File: src/pkg/video_loop_pkg.sv
// Constants and types for the video loop lock controller
package video_loop_pkg;

	// Register byte addresses
	localparam logic [11:0] TRIGGER_ONE_ADDR = 12'h000;
	localparam logic [11:0] STATUS_ONE_ADDR = 12'h004;
	localparam logic [11:0] TRIGGER_TWO_ADDR = 12'h008;
	localparam logic [11:0] STATUS_TWO_ADDR = 12'h00C;
	localparam logic [11:0] ATTEMPTS_ADDR = 12'h010;

	// Field positions
	localparam int GO_BIT = 0;
	localparam int BUSY_BIT = 0;
	localparam int BYPASS_BIT = 6;
	localparam int JITTER_BIT = 5;
	localparam int REF_LOST_BIT = 3;
	localparam int RECAL_BIT = 2;
	localparam int LOCK_BIT = 1;
	localparam int RESET_DONE_BIT = 0;
	localparam int ATTEMPT_TWO_LSB = 8;
	localparam int STATUS_W = 7;
	localparam int ATTEMPT_W = 5;
	localparam int NUM_LOOPS = 2;

	// Reset values
	localparam logic [31:0] READ_RESET = 32'h0000_0000;
	localparam logic [STATUS_W-1:0] STATUS_RESET = 7'h00;
	localparam logic [ATTEMPT_W-1:0] ATTEMPT_RESET = 5'h00;
	localparam logic [ATTEMPT_W-1:0] ATTEMPT_MAX = 5'h1F;

	// Restart pulse to the analog loop
	localparam int CLK_PERIOD_NS = 20;
	localparam int RESTART_NS = 80;
	localparam logic [2:0] RESTART_CYCLES =
		3'((RESTART_NS + CLK_PERIOD_NS - 1) / CLK_PERIOD_NS);

	typedef enum logic [1:0] {
		SEQ_IDLE,
		SEQ_RESTART,
		SEQ_SETTLE
	} seq_state_type;

endpackage : video_loop_pkg

File: src/flag_sync.sv
// Two-stage synchroniser for asynchronous loop flags
`timescale 1ns/1ps
`default_nettype none
module flag_sync #(
	parameter int WIDTH = 1
) (
	// Clock and reset
	input wire logic clk_sys_i,
	input wire logic rst_b_i,
	// Flags
	input wire logic [WIDTH-1:0] async_i,
	output logic [WIDTH-1:0] sync_o
);

	logic [WIDTH-1:0] first_reg;

	always_ff @(posedge clk_sys_i or negedge rst_b_i)
	begin
		if (!rst_b_i)
		begin
			first_reg <= '0;
			sync_o <= '0;
		end
		else
		begin
			first_reg <= async_i;
			sync_o <= first_reg;
		end
	end

endmodule : flag_sync
`default_nettype wire

File: src/loop_sequencer.sv
// Lock sequence control for one video loop
`timescale 1ns/1ps
`default_nettype none
module loop_sequencer (
	// Clock and reset
	input wire logic clk_sys_i,
	input wire logic rst_b_i,
	// Control
	input wire logic go_i,
	input wire logic locked_i,
	// Results
	output logic restart_o,
	output logic busy_o,
	output logic [video_loop_pkg::ATTEMPT_W-1:0] attempts_o
);

	video_loop_pkg::seq_state_type state_reg;
	logic [2:0] count_reg;

	// A new go always restarts, even mid-sequence, so a retry after a
	// failed attempt gets a fresh restart pulse
	always_ff @(posedge clk_sys_i or negedge rst_b_i)
	begin
		if (!rst_b_i)
		begin
			state_reg <= video_loop_pkg::SEQ_IDLE;
			count_reg <= 3'h0;
		end
		else if (go_i)
		begin
			state_reg <= video_loop_pkg::SEQ_RESTART;
			count_reg <= video_loop_pkg::RESTART_CYCLES - 3'h1;
		end
		else
		begin
			case (state_reg)
				video_loop_pkg::SEQ_RESTART:
				begin
					if (count_reg == 3'h0)
						state_reg <= video_loop_pkg::SEQ_SETTLE;
					else
						count_reg <= count_reg - 3'h1;
				end
				video_loop_pkg::SEQ_SETTLE:
				begin
					if (locked_i)
						state_reg <= video_loop_pkg::SEQ_IDLE;
				end
				default:
					state_reg <= video_loop_pkg::SEQ_IDLE;
			endcase
		end
	end

	always_ff @(posedge clk_sys_i or negedge rst_b_i)
	begin
		if (!rst_b_i)
			restart_o <= 1'b0;
		else
			restart_o <= go_i ||
				(state_reg == video_loop_pkg::SEQ_RESTART &&
				count_reg != 3'h0 && !go_i);
	end

	// Saturates so software can see a retry storm
	always_ff @(posedge clk_sys_i or negedge rst_b_i)
	begin
		if (!rst_b_i)
			attempts_o <= video_loop_pkg::ATTEMPT_RESET;
		else if (go_i && attempts_o != video_loop_pkg::ATTEMPT_MAX)
			attempts_o <= attempts_o + 5'h01;
	end

	assign busy_o = (state_reg != video_loop_pkg::SEQ_IDLE);

	AST_GO_RESTARTS: assert property (
		@(posedge clk_sys_i) disable iff (!rst_b_i)
		go_i |=> restart_o [*4])
		else $error("Go did not give a four-cycle restart");

	AST_RETRY_RELOCKS: assert property (
		@(posedge clk_sys_i) disable iff (!rst_b_i)
		go_i && busy_o |=> state_reg == video_loop_pkg::SEQ_RESTART
		##4 state_reg != video_loop_pkg::SEQ_RESTART || $past(go_i, 4)
		|| $past(go_i, 3) || $past(go_i, 2) || $past(go_i, 1))
		else $error("Retry did not restart the lock sequence");

endmodule : loop_sequencer
`default_nettype wire

File: src/video_loop_lock_ctrl.sv
// APB lock control and status for the two video loops
// Summary of operation
// - A later lock attempt must be possible; each go restarts the loop.
// - Writing one to go bit 0 starts a lock sequence.
// - Status bit 6 reads 0 when the loop output is not bypassed.
// - Status bit 5 reads 1 on excess jitter, 0 when clean.
// - Status bit 3 flags loss of reference input.
// - Status bit 2 flags recalibration needed or in progress.
// - Status bit 1 reads 1 once lock is achieved, else 0.
// - Status bit 0 reads 1 once controller reset is complete.
`timescale 1ns/1ps
`default_nettype none
module video_loop_lock_ctrl (
	// Clock and reset
	input wire logic clk_sys_i,
	input wire logic rst_b_i,
	// APB slave
	input wire logic [11:0] paddr_i,
	input wire logic psel_i,
	input wire logic penable_i,
	input wire logic pwrite_i,
	input wire logic [31:0] pwdata_i,
	input wire logic [3:0] pstrb_i,
	output logic [31:0] prdata_o,
	output logic pready_o,
	output logic pslverr_o,
	// Flags from the analog loops, index 0 is loop one
	input wire logic [1:0] loop_locked_i,
	input wire logic [1:0] loop_bypassed_i,
	input wire logic [1:0] excess_jitter_flag_i,
	input wire logic [1:0] reference_lost_flag_i,
	input wire logic [1:0] recalibration_flag_i,
	input wire logic [1:0] controller_reset_complete_i,
	// Restart request to the analog loops
	output logic [1:0] loop_restart_o
);

	localparam int N = video_loop_pkg::NUM_LOOPS;

	logic [N-1:0] locked_s;
	logic [N-1:0] bypass_s;
	logic [N-1:0] jitter_s;
	logic [N-1:0] ref_lost_s;
	logic [N-1:0] recal_s;
	logic [N-1:0] reset_done_s;
	logic [N-1:0] go_pulse;
	logic [N-1:0] busy;
	logic [N-1:0] restart;
	logic [video_loop_pkg::ATTEMPT_W-1:0] attempts [N];
	logic [video_loop_pkg::STATUS_W-1:0] status_reg [N];
	logic [11:0] trigger_addr [N];
	logic [11:0] status_addr [N];
	logic access;
	logic done;
	logic hit;
	logic [31:0] read_next;

	assign trigger_addr[0] = video_loop_pkg::TRIGGER_ONE_ADDR;
	assign trigger_addr[1] = video_loop_pkg::TRIGGER_TWO_ADDR;
	assign status_addr[0] = video_loop_pkg::STATUS_ONE_ADDR;
	assign status_addr[1] = video_loop_pkg::STATUS_TWO_ADDR;

	// Analog flags are asynchronous to the bus clock
	flag_sync #(
		.WIDTH(6 * N)
	) u_flag_sync (
		.clk_sys_i(clk_sys_i),
		.rst_b_i(rst_b_i),
		.async_i({loop_locked_i, loop_bypassed_i, excess_jitter_flag_i,
			reference_lost_flag_i, recalibration_flag_i,
			controller_reset_complete_i}),
		.sync_o({locked_s, bypass_s, jitter_s, ref_lost_s, recal_s,
			reset_done_s})
	);

	// One wait state; the write lands on the edge that sees pready
	assign access = psel_i && penable_i;
	assign done = access && pready_o;

	always_ff @(posedge clk_sys_i or negedge rst_b_i)
	begin
		if (!rst_b_i)
			pready_o <= 1'b0;
		else
			pready_o <= access && !pready_o;
	end

	// Address decode and read mux
	always_comb
	begin
		hit = 1'b0;
		read_next = video_loop_pkg::READ_RESET;
		for (int i = 0; i < N; i++)
		begin
			if (paddr_i == trigger_addr[i])
			begin
				hit = 1'b1;
				read_next[video_loop_pkg::BUSY_BIT] = busy[i];
			end
			if (paddr_i == status_addr[i])
			begin
				hit = 1'b1;
				read_next[video_loop_pkg::STATUS_W-1:0] = status_reg[i];
			end
		end
		if (paddr_i == video_loop_pkg::ATTEMPTS_ADDR)
		begin
			hit = 1'b1;
			read_next[video_loop_pkg::ATTEMPT_W-1:0] = attempts[0];
			read_next[video_loop_pkg::ATTEMPT_TWO_LSB +:
				video_loop_pkg::ATTEMPT_W] = attempts[1];
		end
	end

	// Read data and error captured as pready rises
	always_ff @(posedge clk_sys_i or negedge rst_b_i)
	begin
		if (!rst_b_i)
		begin
			prdata_o <= video_loop_pkg::READ_RESET;
			pslverr_o <= 1'b0;
		end
		else if (access && !pready_o)
		begin
			prdata_o <= pwrite_i ? video_loop_pkg::READ_RESET : read_next;
			pslverr_o <= !hit;
		end
		else
		begin
			pslverr_o <= 1'b0;
		end
	end

	genvar g;
	generate
		for (g = 0; g < N; g++)
		begin : gen_loop
			// Go is one-shot; it reads back as busy, never as stored
			assign go_pulse[g] = done && pwrite_i && pstrb_i[0] &&
				paddr_i == trigger_addr[g] &&
				pwdata_i[video_loop_pkg::GO_BIT];

			loop_sequencer u_seq (
				.clk_sys_i(clk_sys_i),
				.rst_b_i(rst_b_i),
				.go_i(go_pulse[g]),
				.locked_i(locked_s[g]),
				.restart_o(restart[g]),
				.busy_o(busy[g]),
				.attempts_o(attempts[g])
			);

			// Lock only shows once the sequence has settled, so a stale
			// lock from before a retry is masked only while the retry is busy
			always_ff @(posedge clk_sys_i or negedge rst_b_i)
			begin
				if (!rst_b_i)
					status_reg[g] <= video_loop_pkg::STATUS_RESET;
				else
				begin
					status_reg[g][video_loop_pkg::BYPASS_BIT] <=
						bypass_s[g];
					status_reg[g][video_loop_pkg::JITTER_BIT] <=
						jitter_s[g];
					status_reg[g][4] <= 1'b0;
					status_reg[g][video_loop_pkg::REF_LOST_BIT] <=
						ref_lost_s[g];
					status_reg[g][video_loop_pkg::RECAL_BIT] <=
						recal_s[g] || busy[g];
					status_reg[g][video_loop_pkg::LOCK_BIT] <=
						locked_s[g] && !busy[g];
					status_reg[g][video_loop_pkg::RESET_DONE_BIT] <=
						reset_done_s[g];
				end
			end

			AST_NO_BYPASS_READS_ZERO: assert property (
				@(posedge clk_sys_i) disable iff (!rst_b_i)
				!bypass_s[g] ##1 !bypass_s[g] |->
				!status_reg[g][video_loop_pkg::BYPASS_BIT])
				else $error("Bypass flag set without bypass");

			AST_JITTER_FOLLOWS: assert property (
				@(posedge clk_sys_i) disable iff (!rst_b_i)
				$rose(excess_jitter_flag_i[g]) ##1
				excess_jitter_flag_i[g] [*2] |=>
				status_reg[g][video_loop_pkg::JITTER_BIT])
				else $error("Jitter flag missed after three cycles");

			AST_REF_LOST_FOLLOWS: assert property (
				@(posedge clk_sys_i) disable iff (!rst_b_i)
				status_reg[g][video_loop_pkg::REF_LOST_BIT] |->
				$past(ref_lost_s[g]))
				else $error("Reference lost flag without cause");

			AST_RECAL_WHILE_BUSY: assert property (
				@(posedge clk_sys_i) disable iff (!rst_b_i)
				go_pulse[g] |=> ##1
				status_reg[g][video_loop_pkg::RECAL_BIT] [*4])
				else $error("Recalibration flag low during restart");

			AST_LOCK_AFTER_SETTLE: assert property (
				@(posedge clk_sys_i) disable iff (!rst_b_i)
				status_reg[g][video_loop_pkg::LOCK_BIT] |->
				$past(locked_s[g]) && !$past(busy[g]))
				else $error("Lock shown while unlocked or busy");

			AST_NO_LOCK_DURING_RESTART: assert property (
				@(posedge clk_sys_i) disable iff (!rst_b_i)
				go_pulse[g] |=> ##1
				!status_reg[g][video_loop_pkg::LOCK_BIT] [*4])
				else $error("Stale lock shown during a retry");

			AST_RESET_DONE_FOLLOWS: assert property (
				@(posedge clk_sys_i) disable iff (!rst_b_i)
				$rose(controller_reset_complete_i[g]) ##1
				controller_reset_complete_i[g] [*2] |=>
				status_reg[g][video_loop_pkg::RESET_DONE_BIT])
				else $error("Reset done flag missed");

			AST_JITTER_CLEARS: assert property (
				@(posedge clk_sys_i) disable iff (!rst_b_i)
				!jitter_s[g] |=>
				!status_reg[g][video_loop_pkg::JITTER_BIT])
				else $error("Jitter flag stayed after jitter cleared");

			AST_REF_LOST_SETS: assert property (
				@(posedge clk_sys_i) disable iff (!rst_b_i)
				ref_lost_s[g] |=>
				status_reg[g][video_loop_pkg::REF_LOST_BIT])
				else $error("Reference loss not flagged");

			AST_RECAL_SETS: assert property (
				@(posedge clk_sys_i) disable iff (!rst_b_i)
				recal_s[g] |=>
				status_reg[g][video_loop_pkg::RECAL_BIT])
				else $error("Recalibration request not flagged");

			AST_LOCK_CLEARS: assert property (
				@(posedge clk_sys_i) disable iff (!rst_b_i)
				!locked_s[g] |=>
				!status_reg[g][video_loop_pkg::LOCK_BIT])
				else $error("Lock shown after lock was lost");

			AST_RESET_DONE_CLEARS: assert property (
				@(posedge clk_sys_i) disable iff (!rst_b_i)
				!reset_done_s[g] |=>
				!status_reg[g][video_loop_pkg::RESET_DONE_BIT])
				else $error("Reset done shown without controller done");

			AST_ATTEMPT_COUNTS: assert property (
				@(posedge clk_sys_i) disable iff (!rst_b_i)
				go_pulse[g] &&
				attempts[g] != video_loop_pkg::ATTEMPT_MAX |=>
				attempts[g] == $past(attempts[g]) + 5'h01)
				else $error("Go did not count an attempt");

			AST_RESTART_ONLY_AFTER_GO: assert property (
				@(posedge clk_sys_i) disable iff (!rst_b_i)
				$rose(loop_restart_o[g]) |->
				$past(go_pulse[g], 2))
				else $error("Restart pin rose without a go");

			AST_STATUS_READ_BACK: assert property (
				@(posedge clk_sys_i) disable iff (!rst_b_i)
				access && !pready_o && !pwrite_i &&
				paddr_i == status_addr[g] |=>
				prdata_o[video_loop_pkg::STATUS_W-1:0] ==
				$past(status_reg[g]))
				else $error("Status read did not return the flags");

			AST_BUSY_READ_BACK: assert property (
				@(posedge clk_sys_i) disable iff (!rst_b_i)
				access && !pready_o && !pwrite_i &&
				paddr_i == trigger_addr[g] |=>
				prdata_o[video_loop_pkg::BUSY_BIT] == $past(busy[g]))
				else $error("Trigger read did not return busy");
		end
	endgenerate

	always_ff @(posedge clk_sys_i or negedge rst_b_i)
	begin
		if (!rst_b_i)
			loop_restart_o <= 2'h0;
		else
			loop_restart_o <= restart;
	end

	AST_PREADY_ONE_CYCLE: assert property (
		@(posedge clk_sys_i) disable iff (!rst_b_i)
		pready_o |=> !pready_o)
		else $error("Pready held for two cycles");

	AST_GO_REACHES_PIN: assert property (
		@(posedge clk_sys_i) disable iff (!rst_b_i)
		go_pulse[0] |=> ##1 loop_restart_o[0] [*4])
		else $error("Go did not reach restart pin");

	AST_UNMAPPED_ERRORS: assert property (
		@(posedge clk_sys_i) disable iff (!rst_b_i)
		access && !pready_o &&
		paddr_i != video_loop_pkg::TRIGGER_ONE_ADDR &&
		paddr_i != video_loop_pkg::STATUS_ONE_ADDR &&
		paddr_i != video_loop_pkg::TRIGGER_TWO_ADDR &&
		paddr_i != video_loop_pkg::STATUS_TWO_ADDR &&
		paddr_i != video_loop_pkg::ATTEMPTS_ADDR |=> pslverr_o)
		else $error("Unmapped access gave no error");

	AST_ERROR_WITH_READY: assert property (
		@(posedge clk_sys_i) disable iff (!rst_b_i)
		pslverr_o |-> pready_o)
		else $error("Error shown outside the answer cycle");

	AST_READY_AFTER_WAIT: assert property (
		@(posedge clk_sys_i) disable iff (!rst_b_i)
		access && !pready_o |=> pready_o)
		else $error("Access not answered after one wait state");

endmodule : video_loop_lock_ctrl
`default_nettype wire

File: config.mk
export PLATFORM = sky130hd
export DESIGN_NAME = video_loop_lock_ctrl
export DESIGN_NICKNAME = d
export VERILOG_FILES = /design/src/pkg/video_loop_pkg.sv /design/src/flag_sync.sv /design/src/loop_sequencer.sv /design/src/video_loop_lock_ctrl.sv
export SDC_FILE = /design/constraint.sdc
export NUM_CORES = 1
export LEC_CHECK = 0
export BUFFER_PORTS_ARGS = -buffer_cell sky130_fd_sc_hd__buf_2
export CORE_MARGIN = 8
export CORE_UTILIZATION = 45
export DETAILED_ROUTE_END_ITERATION = 8
export GPL_TIMING_DRIVEN = 0
export HOLD_SLACK_MARGIN = 0.03
export PLACE_DENSITY = 0.76
export SLEW_MARGIN = 20
export SYNTH_ARGS = -nofsm -noshare
export SYNTH_HDL_FRONTEND = slang
export SYNTH_SLANG_ARGS = --single-unit
File: constraint.sdc
create_clock -name clk_sys_i -period 1.8 [get_ports clk_sys_i]
set_clock_uncertainty 0.15 [all_clocks]
set_input_delay 0.09 -clock clk_sys_i [delete_from_list [all_inputs] [get_ports clk_sys_i]]
set_output_delay 0.09 -clock clk_sys_i [all_outputs]
set_load 0.05 [all_outputs]
==> results.sh, run 1 <==
export IMPL_path_cells="ha_2 > and3_4 > ha_4 > nor3_4 > nor3b_4 > mux2_4"
export IMPL_worstPathRequired_ps=1890
export IMPL_tightest_slew_ps=556
export IMPL_dieWidth_um=97.0
export IMPL_syn_inst=228
export IMPL_seqPwrFrac=0.539
export IMPL_hpwl_um=3890
export IMPL_fin_total_pwr_mw=3.18
export IMPL_worstSetupStartpoint="gen_loop[0].u_seq.attempts_o[1]$_DFFE_PN0P_"
export IMPL_met2WireLength_um=2750
export IMPL_cp_data_arrival_time_ps=2000
export IMPL_cp_num_buf_inv=0
export IMPL_maxSlewHeadroom=0.626
export IMPL_insertion_delay_ps=350
export IMPL_drt_iter0_markers=71
export IMPL_switchingPower_mw=0.826
export IMPL_power_frac_clock=0.365
export IMPL_drt_met1_wl_um=2370
export IMPL_start_kind="flip-flop"
export IMPL_synth_common_cells="dfrtp_1 (74), buf_4 (20), nand2_1 (17)"
export IMPL_antenna_cells=0
export IMPL_path_class="flip-flop to flip-flop"
export IMPL_seq_area_frac_synth=0.628
export IMPL_route_top_layer_used="met4"
export IMPL_crit_fanout=3
export IMPL_stdcell_count=415
export IMPL_async_flop_share=1.00
export IMPL_reg2reg_slack_ps=-110
export IMPL_swShare=0.259
export IMPL_vias_per_cell=4.70
export IMPL_slowest_delay_ps=400
export IMPL_grt_overflow=0
export IMPL_die_height_um=97.0
export IMPL_fp_coreArea_um2=6350
export IMPL_netlist_area_um2=2950
export IMPL_synth_edf_count=0
export IMPL_numClockSinks=74
export IMPL_netlist_top_cells_area="dfrtp_1 (63%), buf_4 (5.1%), ha_1 (3.4%)"
export IMPL_clockBufferDepth=2
export IMPL_clockRootBuffer="clkbuf_8"
export IMPL_num_io_pins=101
export IMPL_synth_top_area_cell="dfrtp_1"
export IMPL_violations="negative setup slack"
export IMPL_reg2reg_depth=6
export IMPL_first_global_vias=2101
export IMPL_ant_nets=0
export IMPL_cts_buffers=9
export IMPL_rsz0062_at_grt="true"
export IMPL_die_area_um2=9400
export IMPL_p_comb_frac=0.096
export IMPL_path_delay_family="simple AND/OR/NAND/NOR gates"
export IMPL_hp_class="input pin to flip-flop"
export IMPL_p_leak_nw=2.01
export IMPL_hold_violations=0
export IMPL_critPathCaptureType="flip-flop"
export IMPL_gr_usage_all_layers=0.129
export IMPL_post_route_drc_count=0
export IMPL_grt_start_max_net_pins=40
export IMPL_wl_met3_um=319
export IMPL_vdd_drop_max_mv=0.559
export IMPL_internal_power_mw=2.36
export IMPL_fin_crit_sh=1.06
export IMPL_vias=1952
export IMPL_ys_warn_count=0
export IMPL_htreeDepth=3
export IMPL_fmax_mhz=525
export IMPL_ys_ff_latch=74
export IMPL_ys_types=45
export IMPL_initial_core_util=0.464
export IMPL_synth_top_area_share=0.628
export IMPL_routedWlPerCell_um=13.5
export IMPL_antenna_found_initial=0
export IMPL_worst_path_max_delay_cell="dfrtp_1"
export IMPL_firstDrtPassIters=4
export IMPL_drt_wl_total_um=5590
export IMPL_grt_pass1_wl_um=9720
export IMPL_max_cap_violations=0
export IMPL_place_gp_congestion=0.809
export IMPL_endpoint="gen_loop[0].u_seq.attempts_o[1]$_DFFE_PN0P_"
export IMPL_worst_slack_ps=-106
export IMPL_avgSynthCellArea_um2=12.9
export IMPL_tritoncts="built"
export IMPL_final_nets=406
export IMPL_yosysMostFrequentCell="dfrtp_1"
export IMPL_crit_cells=6
export IMPL_pwr_density_cell_nw_per_um2=816
export IMPL_status="complete, but fails checks"
export IMPL_final_min_clock_period_ps=1910
export IMPL_synthFlopType="dfrtp_1"
export IMPL_syn_to_final_growth_pct=32.3
export IMPL_setup_violations=9
export IMPL_portBuffers=45
export IMPL_reg2reg_from="gen_loop[0].u_seq.attempts_o[1]$_DFFE_PN0P_"
export IMPL_num_rows=29
export IMPL_r2r_end="gen_loop[0].u_seq.attempts_o[1]$_DFFE_PN0P_"
export IMPL_drive_gt1_frac=0.361
export IMPL_slew_violations=0
export IMPL_path_clk_slew_ps=80
export IMPL_dp_cells=370
export IMPL_finalSetupTns_ps=-491
tightest hold or removal path, cell delays in order:
cell and delay (ps):
buf_2 130, a21boi_0 140, o31ai_2 160
kinds of logic (layout without fill, tap and decap cells):
group / Yosys count / count (layout) / share of synthesized area
flops: 74 / 74 / 0.628
simple gates: 71 / 71 / 0.147
buf+inv: 32 / 123 / 0.0675
compound gates: 22 / 22 / 0.0526
xor+xnor: 10 / 10 / 0.0297
mux: 10 / 10 / 0.0399
fa+ha+maj: 8 / 8 / 0.0339
other cells: 1 / 20 / 0.00127
power by group through the flow:
stage | logic [mW] | registers (mW) | clock network [mW]
floorplan | 0.170 | 1.76 | 0
global route | 0.330 | 1.72 | 1.29
finish | 0.304 | 1.72 | 1.16
detailed placement | 0.269 | 1.75 | 0
global placement | 0.260 | 1.75 | 0
CTS | 0.302 | 1.72 | 1.20
cells in the final DEF (no fill, tap or decap), types with 3 or more instances in the layout:
cell type / n
mux2i_1: 5
ha_1: 4
nand3_1: 3
o21ai_1: 5
nand2_1: 17
nor2_1: 12
nor3_1: 3
a31oi_1: 3
nand2b_1: 5
mux2_4: 4
dlygate4sd3_1: 17
inv_1: 7
xor2_1: 6
conb_1: 20
dfrtp_1: 73
xnor2_1: 4
buf_2: 47
clkbuf_8: 10
nor4_2: 3
a22o_1: 6
or3_1: 3
buf_4: 33
layer usage:
layer  vias to the layer above  track usage
li1                        955            -
met3                        10       0.0427
met4                         0       0.0876
met1                       927        0.147
met2                        60        0.200
met5                         -            0
timing repair:
action                                  in CTS  in global routing
pin swaps                                    3                  4
gates resized for setup                      6                  4
endpoints found under the setup margin       9                 16
setup buffers                               10                  2
hold endpoints to repair                   100                  0
hold buffers                                17                  0
final cells by class:
type / instances / area [um^2]
Clock inverter: 5 / 38.8
Buffer: 24 / 169
Fill cell: 506 / 2450
Timing Repair Buffer: 75 / 508
Multi-Input combinational cell: 141 / 1070
Sequential cell: 74 / 1850
Tap cell: 77 / 96.3
Inverter: 8 / 30.0
Clock buffer: 11 / 141
worst min path at each step:
stage / start / to / slack, ps / cells past startpoint
final: paddr_i[4] / prdata_o[0]$_DFFE_PN0P_ / 50 / 3
after detailed placement: rst_b_i / u_flag_sync.first_reg[10]$_DFF_PN0_ / -80 / 1
after global placement: loop_bypassed_i[0] / u_flag_sync.first_reg[8]$_DFF_PN0_ / 50 / 1
after global routing: paddr_i[4] / prdata_o[0]$_DFFE_PN0P_ / 50 / 3
after CTS: paddr_i[4] / prdata_o[0]$_DFFE_PN0P_ / 30 / 3
after floorplan: rst_b_i / gen_loop[0].u_seq.attempts_o[0]$_DFFE_PN0P_ / -360 / 0
per-stage QoR:
stage                     area (um^2)  utilization  hold slack [ps]  setup WS, ps
final                            3900        0.615             52.7          -106
after global routing             3900        0.615             48.4          -188
after CTS                        3870        0.609             30.3          -118
after detailed placement         3410        0.537            -82.7          -239
after global placement           3390        0.533             49.1          -201
after floorplan                  3070            -             -356          -120
No activity file was read; power rests on OpenSTA's default activity.
==> run 2, diff against run 1 <==
Settings changed: BUFFER_PORTS_ARGS -buffer_cell sky130_fd_sc_hd__buf_2 to not set, DONT_BUFFER_PORTS set to 1, GPL_ROUTABILITY_DRIVEN set to 1, PLACE_DENSITY 0.76 to not set.
==> results.sh, run 2 (same netlist as run 1, synthesis figures left out) <==
export IMPL_worstPathRequired_ps=1880
export IMPL_numClockSinks=74
export IMPL_pwr_density_cell_nw_per_um2=875
export IMPL_drt_wl_total_um=5630
export IMPL_antenna_found_initial=0
export IMPL_insertion_delay_ps=350
export IMPL_rsz0062_at_grt="true"
export IMPL_antenna_cells=0
export IMPL_fp_coreArea_um2=6350
export IMPL_reg2reg_depth=6
export IMPL_final_nets=367
export IMPL_first_global_vias=1924
export IMPL_firstDrtPassIters=4
export IMPL_critPathCaptureType="flip-flop"
export IMPL_endpoint="gen_loop[0].u_seq.attempts_o[1]$_DFFE_PN0P_"
export IMPL_path_delay_family="simple AND/OR/NAND/NOR gates"
export IMPL_grt_start_max_net_pins=75
export IMPL_dieWidth_um=97.0
export IMPL_hold_violations=79
export IMPL_htreeDepth=3
export IMPL_post_route_util=0.592
export IMPL_vias_per_cell=4.78
export IMPL_ant_nets=0
export IMPL_initial_core_util=0.464
export IMPL_p_leak_nw=1.85
export IMPL_portBuffers=0
export IMPL_worst_slack_ps=-141
export IMPL_crit_cells=6
export IMPL_finalSetupTns_ps=-1080
export IMPL_post_route_drc_count=0
export IMPL_worst_path_max_delay_cell="dfrtp_1"
export IMPL_routedWlPerCell_um=15.0
export IMPL_slew_violations=0
export IMPL_vias=1798
export IMPL_syn_to_final_growth_pct=27.5
export IMPL_drt_iter0_markers=38
export IMPL_layout_common_cells="dfrtp_1 (73), buf_4 (38), conb_1 (20)"
export IMPL_r2r_end="gen_loop[0].u_seq.attempts_o[1]$_DFFE_PN0P_"
export IMPL_place_gp_congestion=0.792
export IMPL_hold_slack_ps=-727
export IMPL_slowest_delay_ps=400
export IMPL_clockRootBuffer="clkbuf_8"
export IMPL_vdd_drop_max_mv=0.491
export IMPL_fmax_mhz=515
export IMPL_clockBufferDepth=2
export IMPL_path_clk_slew_ps=90
export IMPL_path_class="flip-flop to flip-flop"
export IMPL_tritoncts="built"
export IMPL_gr_usage_all_layers=0.126
export IMPL_grt_pass1_wl_um=9610
export IMPL_fin_crit_sh=1.08
export IMPL_fillers=502
export IMPL_die_height_um=97.0
export IMPL_die_area_um2=9400
export IMPL_hpwl_um=3590
export IMPL_cp_data_arrival_time_ps=2030
export IMPL_grt_overflow=0
export IMPL_path_cells="ha_2 > and3_4 > ha_4 > nor3_4 > nor3b_4 > mux2_4"
export IMPL_final_min_clock_period_ps=1940
export IMPL_start_kind="flip-flop"
export IMPL_drive_gt1_frac=0.301
export IMPL_num_io_pins=101
export IMPL_setup_violations=19
export IMPL_cp_num_buf_inv=0
export IMPL_max_cap_violations=0
export IMPL_reg2reg_from="gen_loop[0].u_seq.attempts_o[1]$_DFFE_PN0P_"
export IMPL_final_common_cell="dfrtp_1"
export IMPL_reg2reg_slack_ps=-140
export IMPL_num_rows=29
export IMPL_crit_fanout=3
export IMPL_cts_buffers=9
export IMPL_worstSetupStartpoint="gen_loop[0].u_seq.attempts_o[1]$_DFFE_PN0P_"
export IMPL_status="complete, but fails checks"
export IMPL_violations="negative hold slack, negative setup slack"
export IMPL_hp_class="input pin to async pin"
## run 2: cell count changes in the layout (fill, tap and decap cells not counted), sizes merged
cell / previous run / this run
buf: 81 / 41
clkinv: 4 / 1
inv: 8 / 11
clkbuf: 12 / 10
bufinv: 0 / 1
clkinvlp: 1 / 2
dlygate4sd3: 17 / 18
## run 2: per-layer routing
metal / track usage / wire length, um
met1: 0.150 / 2530
met2: 0.193 / 2620
met3: 0.0420 / 346
met4: 0.0746 / 134
met5: 0 / 0
## run 2: area by class of cell
| cell class | count | area (um^2) | share of cell area |
|---|---|---|---|
| sequential | 74 | 1850 | 0.493 |
| multi-input combinational | 141 | 1090 | 0.290 |
| clock inverter | 7 | 82.6 | 0.0220 |
| tap | 77 | 96.3 | 0.0256 |
| inverter | 8 | 30.0 | 0.00798 |
| buffer | 24 | 170 | 0.0452 |
| timing repair buffer | 36 | 315 | 0.0838 |
| clock buffer | 9 | 124 | 0.0329 |
## run 2: what timing repair did
item                       CTS  global route
hold endpoints to repair   116            82
buffers inserted            10             8
setup endpoints to repair   26            27
gates resized for setup     11             7
hold buffers                17             1
pin swaps                    7             6
## run 2: worst min-delay path by stage
stage,from,to,slack [ps],cells past startpoint
global route,rst_b_i,prdata_o[5]$_DFFE_PN0P_,-750,0
detailed placement,rst_b_i,gen_loop[0].u_seq.restart_o$_DFF_PN0_,-350,0
finish,rst_b_i,gen_loop[0].u_seq.count_reg[2]$_DFFE_PN0P_,-730,0
CTS,rst_b_i,prdata_o[8]$_DFFE_PN0P_,-740,0
global placement,rst_b_i,loop_restart_o[0]$_DFF_PN0_,-350,0
floorplan,rst_b_i,gen_loop[0].u_seq.attempts_o[0]$_DFFE_PN0P_,-360,0
## run 2: stage by stage
stage / cell area [um^2] / power (mW) / cells / setup slack, ps
final: 3760 / 3.29 / 376 / -141
after global routing: 3760 / 3.42 / 376 / -185
after CTS: 3670 / 3.32 / 367 / -136
after detailed placement: 3160 / 1.94 / 324 / -240
after global placement: 3160 / 1.94 / 324 / -243
after floorplan: 3070 / 1.92 / 247 / -120
## run 2: power by group
part           switching, mW  internal (mW)  total [mW]  leakage (nW)
sequential            0.0213           1.70        1.73         0.916
clock                  0.668          0.664        1.33        0.0988
combinational          0.146         0.0868       0.233         0.836
total                  0.836           2.45        3.29          1.85
==> run 3, diff against run 2 <==
--- a/config.mk
+++ b/config.mk
@@ -13,4 +13,5 @@
 export GPL_TIMING_DRIVEN = 0
 export HOLD_SLACK_MARGIN = 0.03
+export REMOVE_ABC_BUFFERS = 1
 export SLEW_MARGIN = 20
 export SYNTH_ARGS = -nofsm -noshare
==> constraint.sdc (replaced) <==
create_clock -name clk_sys_i -period 1.8 [get_ports clk_sys_i]
set_clock_uncertainty 0.15 [all_clocks]
set_input_delay 0.18 -clock clk_sys_i [delete_from_list [all_inputs] [get_ports clk_sys_i]]
set_output_delay 0.18 -clock clk_sys_i [all_outputs]
set_load 0.05 [all_outputs]
==> results.sh, run 3 (same netlist as run 1, synthesis figures left out) <==
export IMPL_portBuffers=0
export IMPL_antenna_found_initial=0
export IMPL_layout_common_cells="dfrtp_1 (73), conb_1 (20), dlygate4sd3_1 (18), buf_4 (18), nand2_1 (13)"
export IMPL_tritoncts="built"
export IMPL_clockBufferDepth=2
export IMPL_path_clk_slew_ps=70
export IMPL_hp_class="input pin to async pin"
export IMPL_post_route_util=0.577
export IMPL_syn_to_final_growth_pct=24.3
export IMPL_gr_usage_all_layers=0.123
export IMPL_p_leak_nw=1.78
export IMPL_fin_total_pwr_mw=3.40
export IMPL_antenna_cells=0
export IMPL_violations="negative hold slack, negative setup slack"
export IMPL_htreeDepth=3
export IMPL_num_rows=29
export IMPL_routedWlPerCell_um=15.7
export IMPL_vdd_drop_max_mv=0.622
export IMPL_vias_per_cell=4.97
export IMPL_hold_slack_ps=-619
export IMPL_firstDrtPassIters=6
export IMPL_first_global_vias=1913
export IMPL_clockRootBuffer="clkbuf_8"
export IMPL_place_gp_congestion=0.798
export IMPL_fp_coreArea_um2=6350
export IMPL_grt_start_max_net_pins=75
export IMPL_vias=1761
export IMPL_num_io_pins=101
export IMPL_dieWidth_um=97.0
export IMPL_critPathCaptureType="flip-flop"
export IMPL_grt_overflow=0
export IMPL_worst_slack_ps=-223
export IMPL_drive_gt1_frac=0.235
export IMPL_slew_violations=0
export IMPL_max_cap_violations=0
export IMPL_path_class="flip-flop to flip-flop"
export IMPL_worstPathRequired_ps=1900
export IMPL_rsz0062_at_grt="true"
export IMPL_tightest_slew_ps=506
export IMPL_crit_fanout=4
export IMPL_ant_nets=0
export IMPL_hold_violations=74
export IMPL_insertion_delay_ps=340
export IMPL_pwr_density_cell_nw_per_um2=928
export IMPL_cts_buffers=9
export IMPL_post_route_drc_count=0
export IMPL_fmax_mhz=494
export IMPL_start_kind="flip-flop"
export IMPL_drt_iter0_markers=61
export IMPL_hpwl_um=3450
export IMPL_setup_violations=23
export IMPL_initial_core_util=0.464
export IMPL_cp_data_arrival_time_ps=2130
export IMPL_final_nets=346
export IMPL_die_height_um=97.0
export IMPL_grt_pass1_wl_um=9370
export IMPL_status="complete, but fails checks"
export IMPL_drt_wl_total_um=5570
export IMPL_maxSlewHeadroom=0.663
export IMPL_fin_crit_sh=1.12
export IMPL_numClockSinks=74
export IMPL_die_area_um2=9400
export IMPL_final_min_clock_period_ps=2020
export IMPL_final_common_cell="dfrtp_1"
-- run 3: cell types whose count changed in the layout (fill, tap and decap cells not counted), moves of 2 or more --
cell	change
clkinvlp_4	-2
nor3_1	+2
inv_6	-3
bufinv_16	+2
mux2_4	-2
buf_2	-3
nor3_2	-2
mux2_1	+2
buf_4	-20
buf_6	+2
-- run 3: report_power, final --
group	switching, mW	internal (mW)
Sequential	0.0210	1.71
Clock	0.562	0.913
Combinational	0.138	0.0605
-- run 3: routing by layer --
metal | part of all wire | wire, um | up-vias | track usage
li1 | - | - | 832 | -
met1 | 0.43 | 2390 | 857 | 0.144
met4 | 0.014 | 76 | 0 | 0.0497
met2 | 0.47 | 2630 | 63 | 0.186
met3 | 0.086 | 478 | 9 | 0.0633
met5 | 0 | 0 | - | 0
-- run 3: critical path, stage by stage (launching register included) --
cell and delay [ps]:
dfrtp_2 530, and4b_1 290, nand4_4 160, buf_4 180, or4_4 520, o211ai_1 110
-- run 3: worst paths after layout --
kind	startpoint	to	slack [ps]	cells after the start
worst min-delay path	rst_b_i	prdata_o[12]$_DFFE_PN0P_	-620	0
min in group clk_sys_i	paddr_i[2]	gen_loop[0].u_seq.attempts_o[3]$_DFFE_PN0P_	50	4
max in group asynchronous	rst_b_i	u_flag_sync.sync_o[5]$_DFF_PN0_	2010	0
worst max-delay path	pready_o$_DFF_PN0_	gen_loop[0].u_seq.count_reg[1]$_DFFE_PN0P_	-220	5
worst min register to register	u_flag_sync.first_reg[3]$_DFF_PN0_	u_flag_sync.sync_o[3]$_DFF_PN0_	190	0
worst max register to register	pready_o$_DFF_PN0_	gen_loop[0].u_seq.count_reg[1]$_DFFE_PN0P_	-220	5
-- run 3: per-stage QoR --
stage	area, um^2	setup slack, ps	setup TNS, ps	instances
2_1_floorplan	2850	-258	-3210	223
3_3_place_gp	2950	-506	-9450	300
3_5_place_dp	2950	-526	-9830	300
4_1_cts	3580	-182	-2100	348
5_1_grt	3660	-281	-4420	354
6_report	3660	-223	-2960	354
-- run 3: layout make-up --
cell class,count,area (um^2)
clock buffers,10,128
clock inverters,5,104
fillers,504,2690
inverters,8,30.0
multi-input cells,141,1100
flip-flops and latches,74,1850
well taps,77,96.3
repair buffers,39,358
-- run 3: repair_timing --
action | CTS | global route
setup buffers | 16 | 5
resized for setup | 22 | 7
pin swaps | 18 | 6
hold buffers | 17 | 1
cloned | 0 | 0
endpoints found under the setup margin | 34 | 31
endpoints found under the hold margin | 106 | 80
